===== config.mk =====
export PLATFORM = sky130hd
export DESIGN_NAME = bit_bus_control
export DESIGN_NICKNAME = d
export VERILOG_FILES = /design/src/design/twowire_pkg.sv /design/src/design/auto_clock.sv /design/src/design/bit_bus_control.sv /design/src/design/line_filter.sv
export VERILOG_INCLUDE_DIRS = /design/src /design/src/design
export SDC_FILE = /design/constraint.sdc
export NUM_CORES = 1
export LEC_CHECK = 0
export ABC_AREA = 0
export BUFFER_PORTS_ARGS = -buffer_cell sky130_fd_sc_hd__buf_2
export CORE_MARGIN = 2
export CORE_UTILIZATION = 45
export DETAILED_ROUTE_END_ITERATION = 7
export GPL_ROUTABILITY_DRIVEN = 0
export SYNTH_ARGS = -nofsm -noshare
export SYNTH_HDL_FRONTEND = slang
export SYNTH_SLANG_ARGS = --single-unit

===== constraint.sdc =====
create_clock -name i_clk_sys -period 4.9 [get_ports i_clk_sys]
set_clock_uncertainty 0.05 [all_clocks]
set_input_delay 0.98 -clock i_clk_sys [delete_from_list [all_inputs] [get_ports i_clk_sys]]
set_output_delay 0.98 -clock i_clk_sys [all_outputs]
set_load 0.02 [all_outputs]

===== src/design/twowire_params.svh =====
`ifndef TWOWIRE_PARAMS_SVH
`define TWOWIRE_PARAMS_SVH

// ****************************************************************
// control/status bit positions
// ****************************************************************
`define CS_DATA_BIT 7
`define CS_CLK_BIT 6
`define CS_RISE_BIT 5
`define CS_BUSY_BIT 4
`define CS_RDONE_BIT 3
`define CS_WDONE_BIT 2
`define CS_STRETCH_BIT 1
`define CS_ENABLE_BIT 0

// ****************************************************************
// reset values
// ****************************************************************
`define RST_DATA_OUT 1'h1
`define RST_CLOCK_OUT 1'h1
`define RST_STRETCH_EN 1'h0
`define RST_IF_EN 1'h0

// ****************************************************************
// timing, in oscillator periods, and oscillator periods per clock
// ****************************************************************
`define OSC_PER_CLK 1
`define FILTER_MIN_PER 8
`define SYNC_STAGES 2
`define FILTER_CYCLES (`FILTER_MIN_PER * `OSC_PER_CLK - `SYNC_STAGES)
`define AUTO_DELAY_PER 28
`define AUTO_HIGH_PER 100
`define AUTO_PAUSE_PER 20
`define AUTO_DELAY_CYCLES (`AUTO_DELAY_PER * `OSC_PER_CLK)
`define AUTO_HIGH_CYCLES (`AUTO_HIGH_PER * `OSC_PER_CLK)
`define AUTO_PAUSE_CYCLES (`AUTO_PAUSE_PER * `OSC_PER_CLK)

`endif


===== src/design/twowire_pkg.sv =====
package twowire_pkg;

    // ****************************************************************
    // register access request
    // ****************************************************************
    typedef struct packed {
        logic rd;
        logic wr;
        logic sel_data;
        logic [7:0] wdata;
    } sfr_req_t;

    // ****************************************************************
    // auto-clock sequencer states
    // ****************************************************************
    typedef enum logic [1:0] {
        AC_IDLE,
        AC_DELAY,
        AC_HIGH
    } auto_state_t;

endpackage : twowire_pkg


===== src/design/auto_clock.sv =====
`include "twowire_params.svh"

module auto_clock #(
    parameter int DELAY = `AUTO_DELAY_CYCLES,
    parameter int HIGH = `AUTO_HIGH_CYCLES,
    parameter int PAUSE = `AUTO_PAUSE_CYCLES
) (
    // clock and reset
    input wire logic i_clk_sys,
    input wire logic i_rstn,
    // control
    input wire logic i_start,
    input wire logic i_scl_level,
    // pulse out
    output logic o_pulse
);

    // ****************************************************************
    // elaboration check
    // ****************************************************************
    if (DELAY < 1 || HIGH < 1 || PAUSE < 1 || PAUSE >= HIGH) begin : g_chk
        $error("auto_clock: bad timing parameters");
    end

    localparam int CW = $clog2(DELAY + HIGH + 1);

    twowire_pkg::auto_state_t state_q;
    twowire_pkg::auto_state_t state_d;
    logic [CW-1:0] cnt_q;
    logic [CW-1:0] cnt_d;
    logic pulse_q;
    logic delay_end;
    logic high_end;
    logic held;

    // ****************************************************************
    // sequencing
    // ****************************************************************
    assign delay_end = cnt_q == CW'(DELAY - 1);
    assign high_end = cnt_q == CW'(HIGH - 1);
    // line held low by someone: wait once past the pause point
    assign held = (cnt_q >= CW'(PAUSE)) && !i_scl_level;

    always_comb begin
        state_d = state_q;
        cnt_d = cnt_q + CW'(1);
        unique case (state_q)
            twowire_pkg::AC_IDLE: begin
                cnt_d = '0;
                if (i_start) begin
                    state_d = twowire_pkg::AC_DELAY;
                end
            end
            twowire_pkg::AC_DELAY: begin
                if (delay_end) begin
                    state_d = twowire_pkg::AC_HIGH;
                    cnt_d = '0;
                end
            end
            twowire_pkg::AC_HIGH: begin
                if (held) begin
                    cnt_d = cnt_q;
                end else if (high_end) begin
                    state_d = twowire_pkg::AC_IDLE;
                    cnt_d = '0;
                end
            end
            // unused state code falls back to idle
            default: begin
                state_d = twowire_pkg::AC_IDLE;
                cnt_d = '0;
            end
        endcase
    end

    always_ff @(posedge i_clk_sys or negedge i_rstn) begin
        if (!i_rstn) begin
            state_q <= twowire_pkg::AC_IDLE;
            cnt_q <= '0;
            pulse_q <= 1'h0;
        end else begin
            state_q <= state_d;
            cnt_q <= cnt_d;
            pulse_q <= state_d == twowire_pkg::AC_HIGH;
        end
    end

    assign o_pulse = pulse_q;

endmodule : auto_clock


===== src/design/bit_bus_control.sv =====
// Behaviour
// - scl rise latches filtered sda into bit 7
// - bit 7 shared; control access no auto-clock
// - scl out is clock-out OR auto pulse
// - scl is wired, anyone may pull low
// - rise flag at least 8 periods after rise
// - bit 5 set by filtered scl rise
// - bit5 write-0 or data access clears flags
// - busy set by start, cleared by stop
// - read-done needs rise, scl low, busy, no start
// - write-done also needs no arbitration loss
// - stretch-enable stretches every low; software clears
// - hidden stretch flag holds scl low, set falling
// - start sets stretch; data access clears it
// - interface enable gates start detection, stretching
// - auto pulse: delay 28, high 100, pause 20
// - data access clears flags, starts auto-clock if clock-out is 0
// - start flag set on next scl fall
`include "twowire_params.svh"

module bit_bus_control (
    // clock and reset
    input wire logic i_clk_sys,
    input wire logic i_rstn,
    // register access
    input wire twowire_pkg::sfr_req_t i_req,
    output logic [7:0] o_rdata,
    output logic o_rvalid,
    // serial clock pin
    input wire logic i_scl,
    output logic o_scl_o,
    output logic o_scl_oe,
    // serial data pin
    input wire logic i_sda,
    output logic o_sda_o,
    output logic o_sda_oe,
    // start event to the interrupt system
    output logic o_start_flag
);

    // ****************************************************************
    // declarations
    // ****************************************************************
    logic scl_f;
    logic scl_rise;
    logic scl_fall;
    logic sda_f;
    logic sda_rise;
    logic sda_fall;
    logic auto_pulse;

    logic data_out_q;
    logic data_in_q;
    logic clock_out_q;
    logic clock_rise_q;
    logic busy_q;
    logic arb_lost_q;
    logic stretch_en_q;
    logic if_en_q;
    logic start_seen_q;
    logic start_flag_q;
    logic stretch_act_q;
    logic scl_oe_q;
    logic sda_oe_q;
    logic [7:0] rdata_q;
    logic rvalid_q;

    logic ctrl_wr;
    logic ctrl_rd;
    logic data_acc;
    logic data_wr;
    logic rise_clr;
    logic start_cond;
    logic stop_cond;
    logic start_fall;
    logic read_done;
    logic write_done;
    logic auto_go;
    logic scl_low_req;
    logic [7:0] ctrl_view;
    logic [7:0] data_view;

    // ****************************************************************
    // line filters
    // ****************************************************************
    line_filter #(
        .STABLE(`FILTER_CYCLES)
    ) u_scl_filter (
        .i_clk_sys(i_clk_sys),
        .i_rstn(i_rstn),
        .i_line(i_scl),
        .o_level(scl_f),
        .o_rise(scl_rise),
        .o_fall(scl_fall)
    );

    line_filter #(
        .STABLE(`FILTER_CYCLES)
    ) u_sda_filter (
        .i_clk_sys(i_clk_sys),
        .i_rstn(i_rstn),
        .i_line(i_sda),
        .o_level(sda_f),
        .o_rise(sda_rise),
        .o_fall(sda_fall)
    );

    // ****************************************************************
    // access decode
    // ****************************************************************
    assign ctrl_wr = i_req.wr && !i_req.sel_data;
    assign ctrl_rd = i_req.rd && !i_req.sel_data;
    assign data_acc = (i_req.rd || i_req.wr) && i_req.sel_data;
    assign data_wr = i_req.wr && i_req.sel_data;
    assign rise_clr = data_acc || (ctrl_wr && !i_req.wdata[`CS_RISE_BIT]);

    // ****************************************************************
    // bus conditions
    // ****************************************************************
    // start detection gated
    assign start_cond = if_en_q && sda_fall && scl_f;
    assign stop_cond = sda_rise && scl_f;
    // start flag waits for scl fall
    assign start_fall = start_seen_q && scl_fall;
    assign read_done = clock_rise_q && !scl_f && !start_flag_q && busy_q;
    assign write_done = read_done && !arb_lost_q;

    // ****************************************************************
    // auto-clock
    // ****************************************************************
    // only data access starts it
    assign auto_go = data_acc && !clock_out_q;

    auto_clock #(
        .DELAY(`AUTO_DELAY_CYCLES),
        .HIGH(`AUTO_HIGH_CYCLES),
        .PAUSE(`AUTO_PAUSE_CYCLES)
    ) u_auto_clock (
        .i_clk_sys(i_clk_sys),
        .i_rstn(i_rstn),
        .i_start(auto_go),
        .i_scl_level(scl_f),
        .o_pulse(auto_pulse)
    );

    // ****************************************************************
    // line drive
    // ****************************************************************
    // clock-out ored with auto pulse
    assign scl_low_req = !(clock_out_q || auto_pulse) || stretch_act_q;

    // ****************************************************************
    // read views
    // ****************************************************************
    assign ctrl_view = {data_in_q, scl_f, clock_rise_q, busy_q, read_done, write_done,
                        stretch_en_q, if_en_q};
    assign data_view = {data_in_q, 7'h00};

    // ****************************************************************
    // data bit and clock-out bit
    // ****************************************************************
    always_ff @(posedge i_clk_sys or negedge i_rstn) begin
        if (!i_rstn) begin
            data_out_q <= `RST_DATA_OUT;
            clock_out_q <= `RST_CLOCK_OUT;
        end else begin
            // both registers write one data bit
            if (i_req.wr) begin
                data_out_q <= i_req.wdata[`CS_DATA_BIT];
            end
            if (ctrl_wr) begin
                clock_out_q <= i_req.wdata[`CS_CLK_BIT];
            end
        end
    end

    // ****************************************************************
    // received bit and arbitration
    // ****************************************************************
    always_ff @(posedge i_clk_sys or negedge i_rstn) begin
        if (!i_rstn) begin
            data_in_q <= 1'h1;
            arb_lost_q <= 1'h0;
        end else begin
            if (scl_rise) begin
                data_in_q <= sda_f;
            end
            if (scl_rise && data_out_q && !sda_f) begin
                arb_lost_q <= 1'h1;
            end else if (rise_clr) begin
                arb_lost_q <= 1'h0;
            end
        end
    end

    // ****************************************************************
    // rise flag
    // ****************************************************************
    always_ff @(posedge i_clk_sys or negedge i_rstn) begin
        if (!i_rstn) begin
            clock_rise_q <= 1'h0;
        end else begin
            // filter delays rise by 8 periods
            if (scl_rise) begin
                clock_rise_q <= 1'h1;
            end else if (rise_clr) begin
                clock_rise_q <= 1'h0;
            end
        end
    end

    // ****************************************************************
    // start and busy
    // ****************************************************************
    always_ff @(posedge i_clk_sys or negedge i_rstn) begin
        if (!i_rstn) begin
            busy_q <= 1'h0;
            start_seen_q <= 1'h0;
            start_flag_q <= 1'h0;
        end else begin
            if (start_cond) begin
                busy_q <= 1'h1;
            end else if (stop_cond || !if_en_q) begin
                busy_q <= 1'h0;
            end
            if (start_cond) begin
                start_seen_q <= 1'h1;
            end else if (scl_fall || stop_cond || !if_en_q) begin
                start_seen_q <= 1'h0;
            end
            if (start_fall && if_en_q) begin
                start_flag_q <= 1'h1;
            end else if (data_acc || !if_en_q) begin
                start_flag_q <= 1'h0;
            end
        end
    end

    // ****************************************************************
    // stretching
    // ****************************************************************
    always_ff @(posedge i_clk_sys or negedge i_rstn) begin
        if (!i_rstn) begin
            stretch_en_q <= `RST_STRETCH_EN;
            if_en_q <= `RST_IF_EN;
            stretch_act_q <= 1'h0;
        end else begin
            if (ctrl_wr) begin
                stretch_en_q <= i_req.wdata[`CS_STRETCH_BIT];
                if_en_q <= i_req.wdata[`CS_ENABLE_BIT];
            end
            if (if_en_q && ((scl_fall && stretch_en_q) || start_fall)) begin
                stretch_act_q <= 1'h1;
            end else if (data_acc || !if_en_q) begin
                stretch_act_q <= 1'h0;
            end
        end
    end

    // ****************************************************************
    // pin drive and read data
    // ****************************************************************
    always_ff @(posedge i_clk_sys or negedge i_rstn) begin
        if (!i_rstn) begin
            scl_oe_q <= 1'h0;
            sda_oe_q <= 1'h0;
            rdata_q <= 8'h00;
            rvalid_q <= 1'h0;
        end else begin
            scl_oe_q <= scl_low_req;
            sda_oe_q <= !data_out_q;
            rvalid_q <= i_req.rd;
            if (i_req.rd) begin
                rdata_q <= i_req.sel_data ? data_view : ctrl_view;
            end
        end
    end

    // ****************************************************************
    // outputs
    // ****************************************************************
    assign o_scl_o = 1'h0 & scl_oe_q;
    assign o_sda_o = 1'h0 & sda_oe_q;
    assign o_scl_oe = scl_oe_q;
    assign o_sda_oe = sda_oe_q;
    assign o_rdata = rdata_q;
    assign o_rvalid = rvalid_q;
    assign o_start_flag = start_flag_q;

endmodule : bit_bus_control


===== src/design/line_filter.sv =====
`include "twowire_params.svh"

module line_filter #(
    parameter int STABLE = `FILTER_CYCLES
) (
    // clock and reset
    input wire logic i_clk_sys,
    input wire logic i_rstn,
    // raw pin level
    input wire logic i_line,
    // filtered level and edges
    output logic o_level,
    output logic o_rise,
    output logic o_fall
);

    // ****************************************************************
    // elaboration check
    // ****************************************************************
    if (STABLE < 1) begin : g_chk
        $error("line_filter: STABLE must be at least 1");
    end

    localparam int CW = $clog2(STABLE + 1);

    logic sync1_q;
    logic sync2_q;
    logic level_q;
    logic rise_q;
    logic fall_q;
    logic [CW-1:0] cnt_q;
    logic [CW-1:0] cnt_d;
    logic differ;
    logic settled;

    // ****************************************************************
    // stability counting
    // ****************************************************************
    assign differ = sync2_q != level_q;
    assign settled = differ && (cnt_q == CW'(STABLE - 1));
    assign cnt_d = (!differ || settled) ? '0 : cnt_q + CW'(1);

    always_ff @(posedge i_clk_sys or negedge i_rstn) begin
        if (!i_rstn) begin
            sync1_q <= 1'h1;
            sync2_q <= 1'h1;
            level_q <= 1'h1;
            rise_q <= 1'h0;
            fall_q <= 1'h0;
            cnt_q <= '0;
        end else begin
            sync1_q <= i_line;
            sync2_q <= sync1_q;
            cnt_q <= cnt_d;
            level_q <= settled ? sync2_q : level_q;
            rise_q <= settled && sync2_q;
            fall_q <= settled && !sync2_q;
        end
    end

    assign o_level = level_q;
    assign o_rise = rise_q;
    assign o_fall = fall_q;

endmodule : line_filter


# Yosys cells after proc, flatten, opt, wreduce, memory -nomap -nowiden
# Cells that the tools add are included.
# Widths: inputs -> output; s select.
dict set report classes {
  reduce_logical 56
  n_mux 22
  n_lt_le_gt_ge 1
  n_addsub 3
  n_eq_ne 10
}
# operator count
set ops {}
lappend ops {{$logic_and 1x1->1} 24}
lappend ops {{$mux 8} 3}
lappend ops {{$pmux 8 s2} 1}
lappend ops {{$logic_not 1->1} 14}
lappend ops {{$reduce_bool 2->1} 6}
lappend ops {{$logic_or 1x1->1} 11}
lappend ops {{$mux 1} 10}
lappend ops {{$add 8x1->8 const B} 1}
lappend ops {{$eq 8x5->1 const B} 1}
lappend ops {{$eq 8x7->1 const B} 1}
lappend ops {{$ge 8x5->1 const B} 1}
lappend ops {{$mux 2} 4}
lappend ops {{$mux 7} 1}
lappend ops {{$add 3x1->3 const B} 2}
lappend ops {{$eq 3x3->1 const B} 2}
lappend ops {{$mux 3} 2}
lappend ops {{$pmux 2 s3} 1}
lappend ops {{$eq 2x2->1 const B} 2}
lappend ops {{$eq 2x1->1 const B} 1}
lappend ops {{$logic_not 2->1} 1}
lappend ops {{$ne 1x1->1} 2}
lappend ops {{$ne 2x2->1 const B} 1}
dict set report word_totals {
  elab_cells 122
  in_bits 15
  output_inout_bits 14
  regBits 49
}

# Depth between registers and ports, before layout
# Gate-level depths: netlist of the first run.
dict set report depth {
  ltp_word 6
  ltp_mapped 7
  mapped_depth_nobuf 6
}

# By module
# A second synthesis of the first run with hierarchy kept.
dict set report hier_totals {
  cells_unflattened 200
  hier_area_um2 2280.9
}
# mod seq_area_each_um2 area_each_um2 instances cells_each
set by_module_without_submodules {}
lappend by_module_without_submodules {bit_bus_control 554.3 895.9 1 75}
lappend by_module_without_submodules {auto_clock 275.3 772.0 1 83}
lappend by_module_without_submodules {line_filter 203.9 306.5 2 21}

# Worst setup path after synthesis of the first run
# No wires, ideal clock.
dict set report synth_path {
  path_type {input -> register}
  start {input port i_req[9] (netlist bit)}
  end {register u_auto_clock.pulse_q (netlist: u_auto_clock.o_pulse)}
  arrival_ns 1.741
  setup_time_ns 0.078
  cell_stages 4
  slack_ns 3.032
  cell_sequence {o21ai_0 o21ai_0 a311oi_2 a21boi_1}
}
dict set report synth_via {
  elab_chain_len 6
}
# item line
set synth_lines {}
lappend synth_lines {{start: declaration} bit_bus_control.sv:26} ;# input wire twowire_pkg::sfr_req_t i_req,
lappend synth_lines {{$logic_or 1x1->1} bit_bus_control.sv:113} ;# assign data_acc = (i_req.rd || i_req.wr) && i_req.sel_data;
lappend synth_lines {{$logic_and 1x1->1} bit_bus_control.sv:113}
lappend synth_lines {{$logic_and 1x1->1} bit_bus_control.sv:132} ;# assign auto_go = data_acc && !clock_out_q;
lappend synth_lines {{$mux 2} auto_clock.sv:50} ;# if (i_start) begin
lappend synth_lines {{$pmux 2 s3} auto_clock.sv:47} ;# unique case (state_q)
lappend synth_lines {{named net u_auto_clock.state_d[1]} auto_clock.sv:28} ;# twowire_pkg::auto_state_t state_d;
lappend synth_lines {{$eq 2x2->1} auto_clock.sv:84} ;# pulse_q <= state_d == twowire_pkg::AC_HIGH;
lappend synth_lines {{end signal: assignment} auto_clock.sv:84}
lappend synth_lines {{end: declaration} auto_clock.sv:31} ;# logic pulse_q;
# The timed path passes the listed nets, and every way through them passes these cells.
# A chain may end at the register's enable or synchronous reset.

# Worst setup path in the final report of the first run
dict set report layout_path {
  start {register u_auto_clock.state_q[0]}
  end {register u_auto_clock.cnt_q[5]}
}
dict set report layout_via {
  elab_chain_len 2
}
# item line
set layout_lines {}
lappend layout_lines {{start: declaration} auto_clock.sv:27} ;# twowire_pkg::auto_state_t state_q;
lappend layout_lines {{start signal: assignment} auto_clock.sv:78} ;# state_q <= twowire_pkg::AC_IDLE;
lappend layout_lines {{start signal: assignment} auto_clock.sv:82} ;# state_q <= state_d;
lappend layout_lines {{$eq 2x2->1 or $eq 2x1->1 (tied branches)} auto_clock.sv:47}
lappend layout_lines {{$pmux 8 s2 or $ne 2x2->1 (tied branches)} -}
lappend layout_lines {{end signal: assignment} auto_clock.sv:83} ;# cnt_q <= cnt_d;
lappend layout_lines {{end: declaration} auto_clock.sv:29} ;# logic [CW-1:0] cnt_q;
# Several ways; a longest one is shown, not always the timed one.

==> flow_summary.toml, run 1 <==
[floorplan]
row_count = 25
fp.dieArea_mm2 = 0.00556
design.portCount = 29
die_h_um = 74.5
core_area_mm2 = 0.00475
die_x_um = 74.5
start_util = 0.471

[logic_synthesis]
synth_seq_cells = 49
yosysSeqAreaShare = 0.553
netlist_instances = 203
yosys_warnings = 0
yosysUniqueCellTypes = 46
async_flop_share = 1.00
yosys_most_used_dff = "dfrtp_1"
avgSynthCellArea_um2 = 11.0
synth_edf_count = 0
synth.cell_area_mm2 = 0.00224

[setup_path]
path_cells = "inv_1 -> ha_1 -> nand2b_1 -> a21oi_1 -> o21ai_0 -> a22o_2"
start_kind = "flop"
slowest_stage = "a21oi_1"
required_ns = 5.04
max_stage_delay_ns = 0.70
r2r_start = "u_auto_clock.state_q[0]"
worstPathMaxFanout = 14
rrSetupSlack_ns = 2.71
crit_type = "reg2reg"
critPathCaptureType = "flop"
critPathLaunch = "u_auto_clock.state_q[0]"
arrival_ns = 2.33

[routing]
wl_um = 3790
drtAntennaViolNets = 0
via_count = 1490
viasPerCell = 5.05
dr.pass1.iters = 4
drt_iter0_markers = 91
routedWlPerCell_um = 12.8
drc_errors = 0

[sta]
setup_tns_ns = 0
worst_pin_slew_ns = 1.05
setup_viol = 0
timing.final.crit_share = 0.447
setup_ws_ns = 2.71
hold-worst-slack_ns = 0.308
period_minus_slack_ns = 2.19
slew_violations = 0
relSlewSlack = 0.298
rsz0062_at_grt = "no"
finalHoldViolCount = 0
fmax_mhz = 456

[layout]
num-nets-final = 252
postLayoutCellArea_mm2 = 0.00249
fin_util = 0.525
fin_cells = 295
area_delta_synth_final_pct = 11.4
fillerInstances = 450
drive_above_1_share = 0.250
regArea_mm2 = 0.00124
multi_input_area_um2 = 898
insertedDiodeCount = 0

[flow_run]
cap_violations = 0

[global_routing]
grtUsageMet2 = 0.266
grtUsageMet3 = 0.0407
grt_pass1_vias = 1491
grt_antenna_before_repair = 0
gr-usage-all-layers = 0.158
grt_remaining_overflow = 0
grt_max_degree = 50
grt_busiest_layer = "met2"
grt_first_pass_wirelength_um = 6600
grt_use_met1 = 0.194

[clock_tree]
cts_tree = "built"
cts_buffers = 5
clockBufferDepth = 2
htree_levels = 2
cts_setup_buffers = 0
clock_latency_ns = 0.30
postCtsResizedCells = 0
clk_pin_slew_worst_paths_ns = 0.09
numClockSinks = 49
cts_root_buffer = "clkbuf_8"
postCtsHoldBufs = 0

[power]
p_leak_nw = 1.16
power_mw = 1.01
ir_drop_uv = 233
p_per_area_mw_per_mm2 = 404

[hold_path]
hold_path_class = "reg2reg"
hold_start = "u_sda_filter.sync1_q"

[status]
status = "completed"

[placed_design]
dp_slack_ns = 2.61
place_area_mm2 = 0.00240
dp.cells = 287
port_buffers = 23
dp_hpwl_um = 2750
==> cell type report <==
| cell class | instances | share of cell area |
|---|---|---|
| multi-input cells | 131 | 0.360 |
| repair buffers | 23 | 0.0461 |
| flip-flops and latches | 49 | 0.496 |
| well taps | 67 | 0.0336 |
| clock buffers | 6 | 0.0331 |
| clock inverters | 2 | 0.00552 |
| inverters | 17 | 0.0256 |
==> placed cells by master (no fill, tap or decap), types with 6 or more instances in the layout <==
cell type and count:
mux2_2 7, dfstp_2 9, inv_1 17, o21ai_0 20
clkbuf_8 6, buf_2 23, nor2b_1 6, nand2_1 21
dfrtp_1 40, nor2_1 8, ha_1 10
==> state kept, by name, indices dropped and copies added (netlist names), 2 cells and up <==
name and count:
u_scl_filter.cnt_q 3, u_sda_filter.cnt_q 3, o_rdata 8, u_auto_clock.cnt_q 8
u_auto_clock.state_q 2
==> cells in the mapped netlist (2+ instances only) <==
master	number	share of area
a21o_1	2	0.0067
buf_4	2	0.0067
xor2_1	2	0.0078
nand3b_1	2	0.0067
nor2_1	8	0.013
o21ai_0	20	0.045
nand2_1	21	0.035
nor3_1	2	0.0045
a21oi_1	2	0.0045
a22o_1	5	0.020
inv_1	17	0.028
buf_2	2	0.0045
ha_1	10	0.056
o21a_1	3	0.010
nand4_1	2	0.0056
mux2_2	7	0.035
nand2b_1	3	0.0084
clkbuf_1	2	0.0034
dfstp_2	9	0.11
nand4b_1	2	0.0078
or2_2	2	0.0056
or3_1	2	0.0056
dfrtp_1	40	0.45
nor2b_1	6	0.017
o22ai_1	2	0.0056
nor3b_1	5	0.017
a21boi_0	3	0.010
nand3_1	2	0.0045
==> path summary, 6_finish.rpt <==
path / cells after the start / end
max in group asynchronous: 1 / u_scl_filter.cnt_q[1]
max reg2reg: 6 / u_auto_clock.cnt_q[5]
max: 6 / u_auto_clock.cnt_q[5]
min in group asynchronous: 1 / o_scl_oe
min: 0 / u_sda_filter.sync2_q
min reg2reg: 0 / u_sda_filter.sync2_q
==> per-layer routing <==
metal | vias up | wire length, µm
met5 | - | 0
met1 | 707 | 1760
li1 | 744 | -
met4 | 0 | 62
met2 | 32 | 1790
met3 | 7 | 176
==> logic make-up after synthesis <==
| family | after synthesis | share of synthesized area |
|---|---|---|
| DFF | 49 | 0.553 |
| and+or+nand+nor | 60 | 0.143 |
| adders and majority gates | 10 | 0.0559 |
| other | 1 | 0.00167 |
| AOI/OAI and AO/OA | 50 | 0.156 |
| buffers and inverters | 24 | 0.0480 |
| muxes | 7 | 0.0352 |
| xor gates and xnor gates | 2 | 0.00782 |
==> critical path: cells and delay by family, from the launching register on <==
family,cells,cell delay (ns)
DFF,1,0.43
adders and majority gates,1,0.22
buffers and inverters,1,0.10
AOI/OAI and AO/OA,3,1.18
and+or+nand+nor,1,0.09
==> power by group <==
group / switching [mW] / internal [mW] / total, mW
sequential: 0.0637 / 0.473 / 0.537
combinational: 0.124 / 0.102 / 0.227
clock: 0.131 / 0.114 / 0.245
Note: power is estimated with default switching activity, not from simulation.
==> inputs of run 2 (changes only) <==
==> constraint.sdc (replaced) <==
create_clock -name i_clk_sys -period 2.26 [get_ports i_clk_sys]
set_clock_uncertainty 0.05 [all_clocks]
set_input_delay 0.452 -clock i_clk_sys [delete_from_list [all_inputs] [get_ports i_clk_sys]]
set_output_delay 0.452 -clock i_clk_sys [all_outputs]
set_load 0.02 [all_outputs]
==> run 2 against run 1 <==
Against the previous run: critical path depth down 1; power is 120% higher; sequential share of layout area is 0.39 points lower; count of clock-buffer cells in the layout is 1 higher; final cell count increased by 1.0%; combinational power rose by 120%; via count grew 0.47%; fmax rose by 17%; cell area increased by 0.80%; clock power rose by 110%; highest routed layer unchanged.
==> flow_summary.toml, run 2 (synthesis gave the netlist of run 1 again) <==
[setup_path]
rrSetupSlack_ns = 0.38
critPathCaptureType = "flop"
required_ns = 2.40
r2r_cells = 5
r2r_start = "u_auto_clock.cnt_q[0]"
crit_type = "reg2reg"
r2r_end = "u_auto_clock.cnt_q[1]"
start_kind = "flop"
arrival_ns = 2.02
worstPathMaxFanout = 8

[layout]
num-nets-final = 255
mostFrequentLayoutCell = "dfrtp_1"
fin_util = 0.529
area_delta_synth_final_pct = 12.3
multi_input_area_um2 = 898
most-common-layout-cells = "40 x dfrtp_1, 23 x buf_2, 21 x nand2_1, 20 x o21ai_0, 17 x inv_1"
fillerInstances = 441
regArea_mm2 = 0.00124
insertedDiodeCount = 0
drive_above_1_share = 0.255

[global_routing]
grt_pass1_vias = 1528
grt_remaining_overflow = 0
grt_first_pass_wirelength_um = 6640
grt_antenna_before_repair = 0
gr-usage-all-layers = 0.159
grt_max_degree = 50

[clock_tree]
numClockSinks = 49
clk_pin_slew_worst_paths_ns = 0.08
clockBufferDepth = 2
cts_buffers = 5
postCtsResizedCells = 0
cts_setup_buffers = 0
postCtsHoldBufs = 0
cts_tree = "built"
clock_latency_ns = 0.29
cts_root_buffer = "clkbuf_8"
htree_levels = 2

[routing]
wl_met2_um = 1920
viasPerCell = 5.02
dr.pass1.iters = 4
wl_um = 3880
drc_errors = 0
via_count = 1497
top_layer_used = "met4"
drtAntennaViolNets = 0
drt_iter0_markers = 63
route.met3.wl_um = 192
routedWlPerCell_um = 13.0
wl_met1_um = 1750

[sta]
setup_ws_ns = 0.380
relSlewSlack = 0.597
fmax_mhz = 532
finalHoldViolCount = 0
rsz0062_at_grt = "no"
setup_tns_ns = 0
worst_pin_slew_ns = 0.605
slew_violations = 0
timing.final.crit_share = 0.832
setup_viol = 0
period_minus_slack_ns = 1.88

[floorplan]
fp.dieArea_mm2 = 0.00556
design.portCount = 29
die_x_um = 74.5
core_area_mm2 = 0.00475
start_util = 0.471
die_h_um = 74.5
row_count = 25

[power]
cell_internal_pwr_mw = 1.51
switchingPower_mw = 0.693
ir_drop_uv = 375
p_leak_nw = 1.17
swShare = 0.315
p_per_area_mw_per_mm2 = 874
power_frac_comb = 0.231
p_seq_frac = 0.530
clockPowerShare = 0.239

[flow_run]
cap_violations = 0

[status]
status = "completed"

[placed_design]
dp_slack_ns = 0.395
dp_hpwl_um = 2790
port_buffers = 23

[hold_path]
hold_path_class = "in2async"
-- run 2: changes by cell type in the layout (fill, tap and decap cells not counted), sizes merged --
cell,change
clkbuf,+1
clkinv,-2
buf,+3
clkinvlp,+1
-- run 2: worst max path at each step --
| stage | startpoint | end | slack, ns | cells past startpoint |
|---|---|---|---|---|
| detailed placement | u_auto_clock.cnt_q[0] | u_auto_clock.cnt_q[1] | 0.39 | 5 |
| CTS | u_auto_clock.cnt_q[0] | u_auto_clock.cnt_q[1] | 0.38 | 5 |
| finish | u_auto_clock.cnt_q[0] | u_auto_clock.cnt_q[1] | 0.38 | 5 |
| global placement | u_auto_clock.cnt_q[0] | u_auto_clock.cnt_q[1] | 0.44 | 5 |
| floorplan | u_auto_clock.cnt_q[0] | u_auto_clock.cnt_q[1] | 0.54 | 5 |
| global route | u_auto_clock.cnt_q[0] | u_auto_clock.cnt_q[1] | 0.27 | 5 |
-- run 2: area by class of cell --
type | count | share of cell area
Timing Repair Buffer | 26 | 0.0547
Clock inverter | 1 | 0.00299
Tap cell | 67 | 0.0333
Inverter | 17 | 0.0254
Multi-Input combinational cell | 131 | 0.357
Clock buffer | 7 | 0.0343
Sequential cell | 49 | 0.492
-- run 2: metrics by stage --
step	power (mW)	cells	hold WS [ns]	cell area, µm²
2_1_floorplan	1.55	204	0.106	2240
3_3_place_gp	1.65	290	0.296	2420
3_5_place_dp	1.69	290	0.298	2420
4_1_cts	2.23	298	0.183	2510
5_1_grt	2.38	298	0.165	2510
6_report	2.20	298	0.194	2510
-- run 2: per-layer routing --
metal | vias to the layer above | track usage
li1 | 744 | -
met1 | 716 | 0.190
met2 | 35 | 0.266
met3 | 2 | 0.0515
met4 | 0 | 0.0635
met5 | - | 0
-- run 2: critical path: stages, from the launching register on --
cell and delay (ns):
dfrtp_1 0.41, ha_1 0.24, or4b_4 0.50, o21ai_2 0.17, a21boi_2 0.15, a31o_1 0.25
-- run 2: power by group through the flow --
| stage | Clock (mW) | Sequential (mW) | Combinational [mW] |
|---|---|---|---|
| 2_1_floorplan | 0 | 1.15 | 0.404 |
| 3_3_place_gp | 0 | 1.17 | 0.481 |
| 3_5_place_dp | 0 | 1.18 | 0.510 |
| 4_1_cts | 0.550 | 1.17 | 0.512 |
| 5_1_grt | 0.601 | 1.19 | 0.588 |
| 6_report | 0.526 | 1.17 | 0.507 |
